[src/inc/asp9_pkg.sv]
// constants, types and register map for the 9-bit serial port
package asp9_pkg;
  localparam int ADDR_W = 4;
  localparam logic [3:0] OFS_CONTROL = 4'h0;
  localparam logic [3:0] OFS_DATA = 4'h4;
  localparam logic [3:0] OFS_BAUD = 4'h8;
  localparam logic [7:0] CONTROL_RESET = 8'h40;
  localparam int BIT_MODE = 7;
  localparam int BIT_UNUSED = 6;
  localparam int BIT_MCE = 5;
  localparam int BIT_REN = 4;
  localparam int BIT_TB8 = 3;
  localparam int BIT_RB8 = 2;
  localparam int BIT_TI = 1;
  localparam int BIT_RI = 0;
  localparam int BIT_RUN = 11;
  localparam int BIT_IEN = 12;
  localparam logic [1:0] RESP_OKAY = 2'h0;
  localparam logic [1:0] RESP_SLVERR = 2'h2;
  localparam logic [2:0] CSEL_SYS = 3'h0;
  localparam logic [2:0] CSEL_DIV4 = 3'h1;
  localparam logic [2:0] CSEL_DIV12 = 3'h2;
  localparam logic [2:0] CSEL_DIV48 = 3'h3;
  localparam logic [2:0] CSEL_EXTOSC = 3'h4;
  localparam logic [2:0] CSEL_EXTIN = 3'h5;
  localparam logic [5:0] TERM_DIV4 = 6'h03;
  localparam logic [5:0] TERM_DIV12 = 6'h0b;
  localparam logic [5:0] TERM_DIV48 = 6'h2f;
  localparam logic [2:0] TERM_EXTOSC = 3'h7;
  localparam logic [7:0] TIMER_TOP = 8'hff;
  localparam logic [2:0] LAST_DATA_BIT = 3'h7;
  typedef enum logic [2:0] {RX_IDLE, RX_START, RX_DATA, RX_NINTH, RX_STOP} asp9_rx_e;
  typedef enum logic [2:0] {TX_IDLE, TX_START, TX_DATA, TX_NINTH, TX_STOP, TX_END} asp9_tx_e;
  typedef enum logic [1:0] {REG_NONE, REG_CONTROL, REG_DATA, REG_BAUD} asp9_reg_e;
endpackage : asp9_pkg

[src/inc/asp9_baud_if.sv]
// baud tick link between timer, transmitter and receiver
`timescale 1ns/100ps
`default_nettype none
interface asp9_baud_if;
  logic txBaud;
  logic rxBaud;
  logic rxRealign;
  modport gen (output txBaud, output rxBaud, input rxRealign);
  modport tx (input txBaud);
endinterface : asp9_baud_if
`default_nettype wire

[src/verilog/asp9_baud_gen.sv]
// baud timer, hidden receive copy and divide-by-two ticks
`timescale 1ns/100ps
`default_nettype none
module asp9_baud_gen (
  input wire logic clk, // system clock
  input wire logic sys_rst, // sync reset
  input wire logic timerRun, // timer enable
  input wire logic [2:0] clkSel, // timer clock source
  input wire logic [7:0] reload, // reload byte
  input wire logic extOscClk, // external oscillator pin
  input wire logic extTimerIn, // external timer input pin
  asp9_baud_if.gen link // baud ticks out
);
  logic [1:0] pinIn;
  logic [1:0] rise;
  logic [5:0] preCnt;
  logic [5:0] preTerm;
  logic [2:0] oscCnt;
  logic timerTick;
  logic [7:0] txLow;
  logic [7:0] rxLow;
  logic txOvf;
  logic rxOvf;
  logic txHalf;
  logic rxHalf;
  assign pinIn = {extTimerIn, extOscClk};
  // three-stage pin filters, change counts once stages two and three agree
  for (genvar i = 0; i < 2; i++) begin : g_sync
    logic [2:0] sh;
    logic lvl;
    logic edgeP;
    always_ff @(posedge clk) begin
      if (sys_rst) begin
        sh <= 3'h0;
        lvl <= 1'b0;
        edgeP <= 1'b0;
      end else begin
        sh <= {sh[1:0], pinIn[i]};
        if (sh[1] == sh[2]) lvl <= sh[2];
        edgeP <= (sh[1] == sh[2]) && sh[2] && !lvl;
      end
    end
    assign rise[i] = edgeP;
  end
  always_comb begin
    case (clkSel)
      asp9_pkg::CSEL_DIV4: preTerm = asp9_pkg::TERM_DIV4;
      asp9_pkg::CSEL_DIV12: preTerm = asp9_pkg::TERM_DIV12;
      default: preTerm = asp9_pkg::TERM_DIV48;
    endcase
  end
  // one prescaler serves all three divided rates
  always_ff @(posedge clk) begin
    if (sys_rst || preCnt == preTerm) preCnt <= 6'h00;
    else preCnt <= preCnt + 6'h01;
  end
  always_ff @(posedge clk) begin
    if (sys_rst) oscCnt <= 3'h0;
    else if (rise[0]) oscCnt <= oscCnt + 3'h1;
  end
  always_comb begin
    case (clkSel)
      asp9_pkg::CSEL_SYS: timerTick = 1'b1;
      asp9_pkg::CSEL_DIV4, asp9_pkg::CSEL_DIV12,
      asp9_pkg::CSEL_DIV48: timerTick = (preCnt == preTerm);
      asp9_pkg::CSEL_EXTOSC: timerTick = rise[0] && oscCnt == asp9_pkg::TERM_EXTOSC;
      asp9_pkg::CSEL_EXTIN: timerTick = rise[1];
      default: timerTick = 1'b0;
    endcase
  end
  assign txOvf = timerRun && timerTick && txLow == asp9_pkg::TIMER_TOP;
  assign rxOvf = timerRun && timerTick && rxLow == asp9_pkg::TIMER_TOP;
  always_ff @(posedge clk) begin
    if (sys_rst) txLow <= 8'h00;
    else if (txOvf) txLow <= reload;
    else if (timerRun && timerTick) txLow <= txLow + 8'h01;
  end
  always_ff @(posedge clk) begin
    if (sys_rst) rxLow <= 8'h00;
    else if (link.rxRealign || rxOvf) rxLow <= reload;
    else if (timerRun && timerTick) rxLow <= rxLow + 8'h01;
  end
  // divide by two; rx phase preset so ticks fall at bit centres
  always_ff @(posedge clk) begin
    if (sys_rst) begin
      txHalf <= 1'b0;
      rxHalf <= 1'b0;
      link.txBaud <= 1'b0;
      link.rxBaud <= 1'b0;
    end else begin
      if (txOvf) txHalf <= !txHalf;
      link.txBaud <= txOvf && txHalf;
      if (link.rxRealign) rxHalf <= 1'b1;
      else if (rxOvf) rxHalf <= !rxHalf;
      link.rxBaud <= rxOvf && rxHalf && !link.rxRealign;
    end
  end
endmodule : asp9_baud_gen
`default_nettype wire

[src/verilog/asp9_tx.sv]
// frame transmitter paced by the transmit baud tick
`timescale 1ns/100ps
`default_nettype none
module asp9_tx (
  input wire logic clk, // system clock
  input wire logic sys_rst, // sync reset
  input wire logic load, // start pulse
  input wire logic [7:0] data, // byte to send
  input wire logic ninth, // ninth bit value
  input wire logic nineBit, // 9-bit frame mode
  asp9_baud_if.tx link, // transmit tick
  output logic serialOut, // line, idles high
  output logic doneSet, // pulse at stop-bit start
  output logic busy // frame in progress
);
  asp9_pkg::asp9_tx_e state;
  logic [8:0] shift;
  logic [2:0] bitCnt;
  always_ff @(posedge clk) begin
    if (sys_rst) begin
      state <= asp9_pkg::TX_IDLE;
      shift <= 9'h000;
      bitCnt <= 3'h0;
      serialOut <= 1'b1;
      doneSet <= 1'b0;
      busy <= 1'b0;
    end else begin
      doneSet <= 1'b0;
      case (state)
        asp9_pkg::TX_IDLE: if (load) begin
          shift <= {ninth, data};
          busy <= 1'b1;
          state <= asp9_pkg::TX_START;
        end
        asp9_pkg::TX_START: if (link.txBaud) begin
          serialOut <= 1'b0;
          bitCnt <= 3'h0;
          state <= asp9_pkg::TX_DATA;
        end
        asp9_pkg::TX_DATA: if (link.txBaud) begin
          serialOut <= shift[0];
          shift <= {1'b0, shift[8:1]};
          bitCnt <= bitCnt + 3'h1;
          if (bitCnt == asp9_pkg::LAST_DATA_BIT)
            state <= nineBit ? asp9_pkg::TX_NINTH : asp9_pkg::TX_STOP;
        end
        asp9_pkg::TX_NINTH: if (link.txBaud) begin
          serialOut <= shift[0];
          state <= asp9_pkg::TX_STOP;
        end
        // done at start of stop bit
        asp9_pkg::TX_STOP: if (link.txBaud) begin
          serialOut <= 1'b1;
          doneSet <= 1'b1;
          state <= asp9_pkg::TX_END;
        end
        default: if (link.txBaud) begin
          busy <= 1'b0;
          state <= asp9_pkg::TX_IDLE;
        end
      endcase
    end
  end
endmodule : asp9_tx
`default_nettype wire

[src/verilog/asp9_top.sv]
// serial port top: bus slave, control flags, receiver
`timescale 1ns/100ps
`default_nettype none
module asp9_top (
  input wire logic clk, // 20 MHz system clock
  input wire logic sys_rst, // sync reset, active high
  input wire logic [asp9_pkg::ADDR_W-1:0] awaddr, // write address
  input wire logic awvalid, // write address valid
  output logic awready, // write address ready
  input wire logic [31:0] wdata, // write data
  input wire logic [3:0] wstrb, // byte enables
  input wire logic wvalid, // write data valid
  output logic wready, // write data ready
  output logic [1:0] bresp, // write response
  output logic bvalid, // write response valid
  input wire logic bready, // write response ready
  input wire logic [asp9_pkg::ADDR_W-1:0] araddr, // read address
  input wire logic arvalid, // read address valid
  output logic arready, // read address ready
  output logic [31:0] rdata, // read data
  output logic [1:0] rresp, // read response
  output logic rvalid, // read data valid
  input wire logic rready, // read data ready
  input wire logic serialInPin, // receive line
  output logic serialOutPin, // transmit line
  input wire logic extOscClk, // external oscillator
  input wire logic extTimerIn, // external timer input
  output logic irqReq // port interrupt request
);

  // control register fields
  logic frameNine;
  logic mceOn;
  logic renOn;
  logic tb8;
  logic rb8;
  logic txDoneFlag;
  logic rxDoneFlag;

  // baud configuration and receive buffer
  logic [7:0] reloadByte;
  logic [2:0] clkSel;
  logic timerRun;
  logic intEnable;
  logic [7:0] rxBuffer;

  // latched write channel
  logic [asp9_pkg::ADDR_W-1:0] awAddrQ;
  logic [31:0] wDataQ;
  logic [3:0] wStrbQ;
  logic wrDo;
  asp9_pkg::asp9_reg_e wrReg;
  asp9_pkg::asp9_reg_e rdReg;
  logic ctlWr;
  logic baudWr0;
  logic baudWr1;
  logic txLoad;
  logic [7:0] ctlVal;
  logic [31:0] rdVal;

  // transmitter side
  logic txDoneSet;
  logic txBusy;

  // receiver side
  asp9_pkg::asp9_rx_e rxState;
  logic [2:0] rxSh;
  logic rxLevel;
  logic rxStartEdge;
  logic [7:0] rxShift;
  logic [2:0] rxCnt;
  logic rxDone;
  logic rxCheckBit;
  logic rxNinthBit;
  logic rxAccept;

  asp9_baud_if baudLink ();

  // shared address decode for both channels
  function automatic asp9_pkg::asp9_reg_e decodeReg(
    input logic [asp9_pkg::ADDR_W-1:0] a
  );
    if (a == asp9_pkg::OFS_CONTROL) return asp9_pkg::REG_CONTROL;
    else if (a == asp9_pkg::OFS_DATA) return asp9_pkg::REG_DATA;
    else if (a == asp9_pkg::OFS_BAUD) return asp9_pkg::REG_BAUD;
    else return asp9_pkg::REG_NONE;
  endfunction : decodeReg

  asp9_baud_gen u_baud (
    .clk(clk),
    .sys_rst(sys_rst),
    .timerRun(timerRun),
    .clkSel(clkSel),
    .reload(reloadByte),
    .extOscClk(extOscClk),
    .extTimerIn(extTimerIn),
    .link(baudLink.gen)
  );

  asp9_tx u_tx (
    .clk(clk),
    .sys_rst(sys_rst),
    .load(txLoad),
    .data(wDataQ[7:0]),
    .ninth(tb8),
    .nineBit(frameNine),
    .link(baudLink.tx),
    .serialOut(serialOutPin),
    .doneSet(txDoneSet),
    .busy(txBusy)
  );

  // write address channel, held until the response is taken
  always_ff @(posedge clk) begin
    if (sys_rst) begin
      awready <= 1'b1;
      awAddrQ <= '0;
    end else if (awvalid && awready) begin
      awready <= 1'b0;
      awAddrQ <= awaddr;
    end else if (bvalid && bready) begin
      awready <= 1'b1;
    end
  end

  // write data channel, accepted in either order with the address
  always_ff @(posedge clk) begin
    if (sys_rst) begin
      wready <= 1'b1;
      wDataQ <= 32'h0000_0000;
      wStrbQ <= 4'h0;
    end else if (wvalid && wready) begin
      wready <= 1'b0;
      wDataQ <= wdata;
      wStrbQ <= wstrb;
    end else if (bvalid && bready) begin
      wready <= 1'b1;
    end
  end

  // write commits once both halves are held
  assign wrDo = !awready && !wready && !bvalid;
  assign wrReg = decodeReg(awAddrQ);
  assign ctlWr = wrDo && wrReg == asp9_pkg::REG_CONTROL && wStrbQ[0];
  assign baudWr0 = wrDo && wrReg == asp9_pkg::REG_BAUD && wStrbQ[0];
  assign baudWr1 = wrDo && wrReg == asp9_pkg::REG_BAUD && wStrbQ[1];
  // writes go to transmitter; busy writes are dropped
  assign txLoad = wrDo && wrReg == asp9_pkg::REG_DATA && wStrbQ[0] && !txBusy;

  // write response; unmapped offsets answer slave error
  always_ff @(posedge clk) begin
    if (sys_rst) begin
      bvalid <= 1'b0;
      bresp <= asp9_pkg::RESP_OKAY;
    end else if (wrDo) begin
      bvalid <= 1'b1;
      bresp <= (wrReg == asp9_pkg::REG_NONE) ? asp9_pkg::RESP_SLVERR
                                             : asp9_pkg::RESP_OKAY;
    end else if (bvalid && bready) begin
      bvalid <= 1'b0;
    end
  end

  // control byte as software sees it; spare bit reads its reset value
  always_comb begin
    ctlVal = 8'h00;
    ctlVal[asp9_pkg::BIT_MODE] = frameNine;
    ctlVal[asp9_pkg::BIT_UNUSED] = asp9_pkg::CONTROL_RESET[asp9_pkg::BIT_UNUSED];
    ctlVal[asp9_pkg::BIT_MCE] = mceOn;
    ctlVal[asp9_pkg::BIT_REN] = renOn;
    ctlVal[asp9_pkg::BIT_TB8] = tb8;
    ctlVal[asp9_pkg::BIT_RB8] = rb8;
    ctlVal[asp9_pkg::BIT_TI] = txDoneFlag;
    ctlVal[asp9_pkg::BIT_RI] = rxDoneFlag;
  end

  // read mux; data offset returns the receive buffer only
  assign rdReg = decodeReg(araddr);
  always_comb begin
    rdVal = 32'h0000_0000;
    if (rdReg == asp9_pkg::REG_CONTROL) begin
      rdVal[7:0] = ctlVal;
    end else if (rdReg == asp9_pkg::REG_DATA) begin
      rdVal[7:0] = rxBuffer;
    end else if (rdReg == asp9_pkg::REG_BAUD) begin
      rdVal[7:0] = reloadByte;
      rdVal[10:8] = clkSel;
      rdVal[asp9_pkg::BIT_RUN] = timerRun;
      rdVal[asp9_pkg::BIT_IEN] = intEnable;
    end
  end

  // read channel, one outstanding read, answer one edge after address
  always_ff @(posedge clk) begin
    if (sys_rst) begin
      arready <= 1'b1;
      rvalid <= 1'b0;
      rdata <= 32'h0000_0000;
      rresp <= asp9_pkg::RESP_OKAY;
    end else if (arvalid && arready) begin
      arready <= 1'b0;
      rvalid <= 1'b1;
      rdata <= rdVal;
      rresp <= (rdReg == asp9_pkg::REG_NONE) ? asp9_pkg::RESP_SLVERR
                                             : asp9_pkg::RESP_OKAY;
    end else if (rvalid && rready) begin
      rvalid <= 1'b0;
      arready <= 1'b1;
    end
  end

  always_ff @(posedge clk) begin
    if (sys_rst) begin
      frameNine <= asp9_pkg::CONTROL_RESET[asp9_pkg::BIT_MODE];
      mceOn <= asp9_pkg::CONTROL_RESET[asp9_pkg::BIT_MCE];
      renOn <= asp9_pkg::CONTROL_RESET[asp9_pkg::BIT_REN];
      tb8 <= asp9_pkg::CONTROL_RESET[asp9_pkg::BIT_TB8];
    end else if (ctlWr) begin
      frameNine <= wDataQ[asp9_pkg::BIT_MODE];
      mceOn <= wDataQ[asp9_pkg::BIT_MCE];
      renOn <= wDataQ[asp9_pkg::BIT_REN];
      tb8 <= wDataQ[asp9_pkg::BIT_TB8];
    end
  end

  // flags clear only by software; a same-cycle set wins
  always_ff @(posedge clk) begin
    if (sys_rst) begin
      txDoneFlag <= asp9_pkg::CONTROL_RESET[asp9_pkg::BIT_TI];
      rxDoneFlag <= asp9_pkg::CONTROL_RESET[asp9_pkg::BIT_RI];
    end else begin
      if (txDoneSet) txDoneFlag <= 1'b1;
      else if (ctlWr) txDoneFlag <= wDataQ[asp9_pkg::BIT_TI];
      if (rxAccept) rxDoneFlag <= 1'b1;
      else if (ctlWr) rxDoneFlag <= wDataQ[asp9_pkg::BIT_RI];
    end
  end

  // ninth-rx bit follows accepted frames, else software
  always_ff @(posedge clk) begin
    if (sys_rst) begin
      rb8 <= asp9_pkg::CONTROL_RESET[asp9_pkg::BIT_RB8];
    end else if (rxAccept) begin
      rb8 <= rxNinthBit;
    end else if (ctlWr) begin
      rb8 <= wDataQ[asp9_pkg::BIT_RB8];
    end
  end

  // baud timer configuration, byte lanes zero and one
  always_ff @(posedge clk) begin
    if (sys_rst) begin
      reloadByte <= 8'h00;
      clkSel <= asp9_pkg::CSEL_SYS;
      timerRun <= 1'b0;
      intEnable <= 1'b0;
    end else begin
      if (baudWr0) reloadByte <= wDataQ[7:0];
      if (baudWr1) begin
        clkSel <= wDataQ[10:8];
        timerRun <= wDataQ[asp9_pkg::BIT_RUN];
        intEnable <= wDataQ[asp9_pkg::BIT_IEN];
      end
    end
  end

  // request while enabled and a done flag stands
  always_ff @(posedge clk) begin
    if (sys_rst) irqReq <= 1'b0;
    else irqReq <= intEnable && (txDoneFlag || rxDoneFlag);
  end

  // receive pin filter; stage one feeds only stage two
  always_ff @(posedge clk) begin
    if (sys_rst) begin
      rxSh <= 3'h7;
      rxLevel <= 1'b1;
    end else begin
      rxSh <= {rxSh[1:0], serialInPin};
      if (rxSh[1] == rxSh[2]) rxLevel <= rxSh[2];
    end
  end

  // falling line seen while idle and enabled
  assign rxStartEdge = (rxSh[1] == rxSh[2]) && !rxSh[2] && rxLevel;
  assign baudLink.rxRealign = rxState == asp9_pkg::RX_IDLE && renOn && rxStartEdge;

  // receive shifter kept apart from the buffer
  always_ff @(posedge clk) begin
    if (sys_rst) begin
      rxState <= asp9_pkg::RX_IDLE;
      rxShift <= 8'h00;
      rxCnt <= 3'h0;
      rxDone <= 1'b0;
      rxCheckBit <= 1'b0;
      rxNinthBit <= 1'b0;
    end else begin
      rxDone <= 1'b0;
      if (!renOn) begin
        rxState <= asp9_pkg::RX_IDLE;
      end else begin
        case (rxState)
          asp9_pkg::RX_IDLE: if (baudLink.rxRealign) begin
            rxState <= asp9_pkg::RX_START;
          end
          // start must still be low at midpoint
          asp9_pkg::RX_START: if (baudLink.rxBaud) begin
            rxCnt <= 3'h0;
            rxState <= rxLevel ? asp9_pkg::RX_IDLE : asp9_pkg::RX_DATA;
          end
          asp9_pkg::RX_DATA: if (baudLink.rxBaud) begin
            rxShift <= {rxLevel, rxShift[7:1]};
            rxCnt <= rxCnt + 3'h1;
            if (rxCnt == asp9_pkg::LAST_DATA_BIT)
              rxState <= frameNine ? asp9_pkg::RX_NINTH : asp9_pkg::RX_STOP;
          end
          asp9_pkg::RX_NINTH: if (baudLink.rxBaud) begin
            rxNinthBit <= rxLevel;
            rxState <= asp9_pkg::RX_STOP;
          end
          // stop kept in 8-bit, ignored in 9-bit
          default: if (baudLink.rxBaud) begin
            rxDone <= 1'b1;
            if (!frameNine) rxNinthBit <= rxLevel;
            rxCheckBit <= frameNine ? rxNinthBit : rxLevel;
            rxState <= asp9_pkg::RX_IDLE;
          end
        endcase
      end
    end
  end

  // accept if flag clear and filter passes
  assign rxAccept = rxDone && !rxDoneFlag && (!mceOn || rxCheckBit);

  // overrun keeps first byte, later frame dropped
  always_ff @(posedge clk) begin
    if (sys_rst) rxBuffer <= 8'h00;
    else if (rxAccept) rxBuffer <= rxShift;
  end

endmodule : asp9_top
`default_nettype wire

[config.mk]
export PLATFORM = sky130hd
export DESIGN_NAME = asp9_top
export DESIGN_NICKNAME = d
export VERILOG_FILES = /design/src/inc/asp9_pkg.sv /design/src/inc/asp9_baud_if.sv /design/src/verilog/asp9_baud_gen.sv /design/src/verilog/asp9_tx.sv /design/src/verilog/asp9_top.sv
export SDC_FILE = /design/constraint.sdc
export NUM_CORES = 1
export LEC_CHECK = 0
export BUFFER_PORTS_ARGS = -buffer_cell sky130_fd_sc_hd__buf_2
export CAP_MARGIN = 20
export CORE_MARGIN = 3
export CORE_UTILIZATION = 51
export CTS_CLUSTER_DIAMETER = 150
export CTS_CLUSTER_SIZE = 10
export DETAILED_ROUTE_END_ITERATION = 8
export PLACE_DENSITY = 0.87
export SETUP_SLACK_MARGIN = 0.02
export SLEW_MARGIN = 40
export SYNTH_ARGS = -nofsm -noshare
export SYNTH_HDL_FRONTEND = slang
export SYNTH_SLANG_ARGS = --single-unit
[constraint.sdc]
create_clock -name clk -period 1.9 [get_ports clk]
set_clock_uncertainty 0.05 [all_clocks]
set_input_delay 0.095 -clock clk [delete_from_list [all_inputs] [get_ports clk]]
set_output_delay 0.095 -clock clk [all_outputs]
set_load 0.01 [all_outputs]
**Yosys cells after proc, flatten, opt, wreduce, memory -nomap -nowiden**

Cells that the tools add are included.

- Add/subtract/negate cells: 6
- Eq/ne operators: 43
- Muxes and demuxes: 72
- Bitwise logic cells: 5
- Reductions and logical operators: 89

Operators with widths:

| cell | number |
|---|---|
| $mux 3 | 16 |
| $mux 8 | 6 |
| $logic_and 1x1->1 | 33 |
| $reduce_bool 2->1 | 14 |
| $mux 1 | 26 |
| $eq 3x2->1 const B | 6 |
| $eq 3x3->1 const B | 6 |
| $mux 2 | 9 |
| $mux 9 | 2 |
| $pmux 9 s2 | 1 |
| $reduce_and 3->1 | 6 |
| $add 8x1->8 const B | 2 |
| $eq 8x8->1 const B | 2 |
| $pmux 3 s5 | 1 |
| $mux 13 | 1 |
| $logic_not 1->1 | 12 |
| $ne 2x1->1 const B | 6 |
| $ne 2x2->1 const B | 6 |
| $pmux 3 s2 | 2 |
| $pmux 3 s4 | 1 |
| $pmux 6 s2 | 1 |
| $mux 5 | 2 |
| $add 3x1->3 const B | 3 |
| $eq 3x1->1 const B | 3 |
| other kinds (23) | 48 |

- Register bits: 148
- Bits of input ports: 54
- Output and inout port bits: 43
- Word-level logic and storage cells: 267

**Depth between registers and ports, before layout**

- Word-level depth: 10
- Gate-level depth with buffers: 9
- Gate-level depth less buffers: 7

**Modules after synthesis**

From an unflattened synthesis, not the netlist that was laid out.

- Cells, all modules: 783
- Area total of the unflattened synthesis: 6,906.6 um2

Modules (own cells, without submodules):

| module | times used | cells each | area an instance (um2) | sequential area each (um2) |
|---|---|---|---|---|
| asp9_top | 1 | 442 | 3,943.8 | 1,781.7 |
| asp9_baud_gen | 1 | 228 | 1,965.6 | 780.7 |
| asp9_tx | 1 | 113 | 997.2 | 360.3 |

**Least setup slack after synthesis**

Ideal clock, no wire load.

- Path type: flip-flop to flip-flop
- From: register awready
- To: register reloadByte[1]
- Library setup time: 0.128 ns
- Arrival time: 1.687 ns
- Data required time: 1.722 ns
- Setup slack: 0.036 ns
- Stages on the path, launching flop included: 7
- Buffers on the path: 1
- Clock period less this slack: 1.864 ns
- Cells stage by stage: dfxtp_1 > clkbuf_1 > or3_1 > nor4_1 > nand3_1 > mux2i_1 > nor2_1

- Cells in the longest elaborated chain, start to end: 5

RTL lines:

| element | RTL line | source |
|---|---|---|
| start, declared | asp9_top.sv:9 | `output logic awready,` |
| start signal, assigned | asp9_top.sv:116 | `awready <= 1'b1;` |
| start signal, assigned | asp9_top.sv:119 | `awready <= 1'b0;` |
| start signal, assigned | asp9_top.sv:122 | `awready <= 1'b1;` |
| $logic_not 1->1 | asp9_top.sv:142 | `assign wrDo = !awready && !wready && !bvalid;` |
| $logic_and 1x1->1 (2 in a row) | asp9_top.sv:142 |  |
| $logic_and 1x1->1 (2 in a row) | asp9_top.sv:145 | `assign baudWr0 = wrDo && wrReg == asp9_pkg::REG_BAUD && wStrbQ[0];` |
| end signal, assigned | asp9_top.sv:258 | `if (baudWr0) reloadByte <= wDataQ[7:0];` |
| end, declared | asp9_top.sv:41 | `logic [7:0] reloadByte;` |

Every way passes these cells.
A chain may end at the register's enable or synchronous reset.

**Worst setup path in the final report**

- From: register clkSel[0]
- To: register u_baud.txLow[4]

- Cells in the longest elaborated chain, start to end: 7
- Elaborated cells on any way between the ends: 14
- Those cells by class: eq/ne (6); mux (3); reduce/logical (5)

RTL lines:

| element | RTL line | source |
|---|---|---|
| start, declared | asp9_top.sv:42 | `logic [2:0] clkSel;` |
| start signal, assigned | asp9_top.sv:254 | `clkSel <= asp9_pkg::CSEL_SYS;` |
| start signal, assigned | asp9_top.sv:260 | `clkSel <= wDataQ[10:8];` |
| $eq 3x2->1 / $eq 3x1->1 (equally long branches) | asp9_baud_gen.sv:46, asp9_baud_gen.sv:62 |  |
| $pmux 6 s2 | asp9_baud_gen.sv:46 | `case (clkSel)` |
| $eq 6x6->1 | asp9_baud_gen.sv:65 | `asp9_pkg::CSEL_DIV48: timerTick = (preCnt == preTerm);` |
| $pmux 1 s4 * | asp9_baud_gen.sv:62 | `case (clkSel)` |
| $logic_and 1x1->1 * | asp9_baud_gen.sv:71, asp9_baud_gen.sv:76 |  |
| $logic_and 1x1->1 | asp9_baud_gen.sv:71 | `assign txOvf = timerRun && timerTick && txLow == asp9_pkg::TIMER_TOP;` |
| $mux 8 / $reduce_bool 2->1 (equally long branches) | n/a |  |
| end signal, assigned | asp9_baud_gen.sv:75 | `else if (txOvf) txLow <= reload;` |
| end signal, assigned | asp9_baud_gen.sv:76 | `else if (timerRun && timerTick) txLow <= txLow + 8'h01;` |
| end, declared | asp9_baud_gen.sv:20 | `logic [7:0] txLow;` |

Mark *: on every way between the ends. The rest lies on a longest branch, timed or not.

==> results.ini <==
[run_status]
status=finished, violations left
failed_checks=negative setup slack

[critical_path]
critPathKind=flip-flop to flip-flop
reg2reg_slack_ns=-0.06
cp.arrival_ns=2.20
worstPathRequired_ns=2.14
start_kind=flip-flop
end_kind=flip-flop
worstReg2RegEnd=u_baud.txLow[4]
r2r_start=clkSel[0]
critPathMaxFanout=6
r2r_cells=6

[sta]
period_minus_slack_ns=1.960
tightest_slew_ns=0.6156
setup_ws_ns=-0.05992
report.final.slew_viol_count=0
relSlewSlack_pct=58.96
setup-tns-final_ns=-0.2325
setup_viol=5
clock.fmax_mhz=510.2
rsz0062_at_grt=true
finalHoldViolations=0
fin_crit_sh_pct=103.2

[die]
rows=40
io_pins=97
core_area_um2=12160
dieArea_um2=14020
initial_core_util_pct=52.97
die_w_um=118.4
die_y_um=118.4

[global_routing]
antenna_found_initial=0
use_met3_pct=5.359
grt_use_met1_pct=28.39
grt_pass1_wl_um=27240
grt_max_degree=129
grt.total_usage_pct=23.60
grt_pass1_vias=5607
grt_use_met2_pct=40.73
overflow=0
grt_busiest_layer=met2

[yosys]
postSynthCellCount=735
yosys.area.top_type=dfxtp_1
synth_edf_count=0
ys_seq_area_share_pct=45.37
synth-main-ff-cell=dfxtp_1
avgSynthCellArea_um2=8.765
synth_cell_types=67
yosys-top-cells-area=dfxtp_1 45%, mux2i_1 8.5%, nand2_1 5.4%, nor2_1 5.4%, a21oi_1 3.6%
ys_seq_elements=146
netlist.area_leader.share_pct=45.37
async_flop_share_pct=0
yosys_warnings=0
synth_area_um2=6442

[placed_design]
globalplace.congestion=0.9429
dp.cells=957
place_area_um2=7020
place_hpwl_um=9891
port-buffer-count=54

[cells_and_area]
seqCellArea_um2=2935
final_cells=1024
post-route-util_pct=68.19
final_area_um2=8293
layout_common_cells=140 x dfxtp_1, 92 x nand2_1, 92 x nor2_1, 54 x mux2i_1, 54 x buf_2
final_common_cell=dfxtp_1
fin_nets=910
fillers=804
antennaDiodeCount=0
drive_above_1_share_pct=21.61
areaGrowthSynthToFinish_pct=28.72
multi_input_area_um2=3480

[power]
p_leak_uw=0.003317
power_density_nw_per_um2=835.3
vdd_drop_max_v=0.0007083

[min_path]
min_from=awvalid
holdPathEnd=awready
min_path_cells=4
hold_class=primary input to flip-flop

[job]
drv_cap=0

[clock_tree]
clock_latency_ns=0.42
cts_buffers=17
cts_sinks=146
h-tree-depth=4
cts_buffer_depth=2
cts_root_buf=clkbuf_16
cts_tree=built
path_clk_slew_ns=0.06

[route]
finalWirelength_um=17180
route.detailed.drc=0
ant_nets=0
vias=5776
first_iter_violations=490
vias_per_cell=5.641
drtPass1Iterations=6
routedWlPerCell_um=16.78

[per-stage QoR]
| step | total power, uW | hold WS [ns] | setup slack [ns] |
|---|---|---|---|
| 3_3_place_gp | 3519 | 0.2367 | -0.05689 |
| 4_1_cts | 6911 | 0.02565 | -0.03629 |
| 3_5_place_dp | 3527 | 0.2371 | -0.1412 |
| 2_1_floorplan | 3438 | 0.1488 | 0.03582 |
| 5_1_grt | 7123 | 0.06365 | -0.1517 |
| 6_report | 6927 | 0.05553 | -0.05992 |
[synthesized netlist by cell type (all sizes together), types with 2 or more instances]
cell / number
a2111oi: 3
a211oi: 15
a21boi: 2
a21o: 5
a21oi: 46
a221oi: 3
a22oi: 15
a311oi: 3
a31oi: 10
a32oi: 4
a41oi: 2
and2: 2
and3: 5
buf: 29
clkbuf: 37
dfxtp: 146
ha: 12
inv: 15
mux2: 2
mux2i: 55
nand2: 93
nand2b: 12
nand3: 19
nand3b: 3
nand4: 4
nand4b: 3
nor2: 93
nor2b: 11
nor3: 10
nor3b: 5
nor4: 7
o211ai: 2
o21ai: 23
or2: 6
or3: 7
xnor2: 5
xor2: 5
[repair_timing]
action                     CTS  global route
setup buffers                0             4
setup endpoints to repair   12            46
cloned                       1             1
pin swaps                    6            19
hold endpoints to repair    28             0
hold buffers                30             0
gates resized for setup     17            41
[power breakdown]
part	internal [uW]	leakage (uW)	total, uW	switching, uW
registers	3110	0.00119	3160	48.8
clock network	2150	0.000291	3390	1240
logic	157	0.00184	373	217
[critical path, stage by stage (launching register included)]
cell,delay (ns)
dfxtp_2,0.41
xor2_4,0.21
mux2i_4,0.34
a31oi_4,0.19
buf_6,0.18
nor4_1,0.36
nor3_1,0.09
[worst max path at each step]
| stage | start | to | slack (ns) | cells past startpoint |
|---|---|---|---|---|
| final | clkSel[0] | u_baud.txLow[4] | -0.06 | 6 |
| after global routing | u_baud.rxLow[1] | u_baud.rxLow[6] | -0.15 | 6 |
| after CTS | u_baud.oscCnt[1] | u_baud.rxHalf | -0.04 | 8 |
| after detailed placement | clkSel[0] | u_baud.rxLow[6] | -0.14 | 5 |
| after global placement | u_baud.oscCnt[0] | u_baud.rxLow[6] | -0.06 | 7 |
| after floorplan | awready | reloadByte[1] | 0.04 | 6 |
[final cells by class]
cell class	count	share of cell area, %
clock buffer	21	5.673
timing repair buffer	135	12.16
sequential	146	35.40
multi-input combinational	529	41.96
tap	168	2.535
clock inverter	10	1.599
inverter	15	0.6789
[sequential cells by signal, indices dropped and copies added, names as in the netlist, 3 cells and up]
| register | cells |
|---|---|
| rdata | 13 |
| wDataQ | 13 |
| u_tx.shift | 9 |
| reloadByte | 8 |
| rxBuffer | 8 |
| rxShift | 8 |
| u_baud.rxLow | 8 |
| u_baud.txLow | 8 |
| u_baud.g_sync.sh | 6 |
| u_baud.preCnt | 6 |
| awAddrQ | 4 |
| clkSel | 3 |
| rxCnt | 3 |
| rxSh | 3 |
| rxState | 3 |
| u_baud.oscCnt | 3 |
| u_tx.bitCnt | 3 |
| u_tx.state | 3 |
[cells by family after synthesis]
| kind of cell | count (synthesis) | synth area share (%) |
|---|---|---|
| compound gates | 139 | 14.53 |
| xor+xnor | 10 | 1.476 |
| fa+ha+maj | 12 | 2.330 |
| buf+inv | 81 | 6.273 |
| flops | 146 | 45.37 |
| mux | 57 | 8.895 |
| other cells | 1 | 0.05821 |
| simple gates | 289 | 21.07 |
[per-layer routing]
layer	up-vias	wire, um
li1	2742	-
met3	59	952
met2	219	8718
met5	-	0
met1	2756	6908
met4	0	605
No activity file was read; power rests on OpenSTA's default activity.
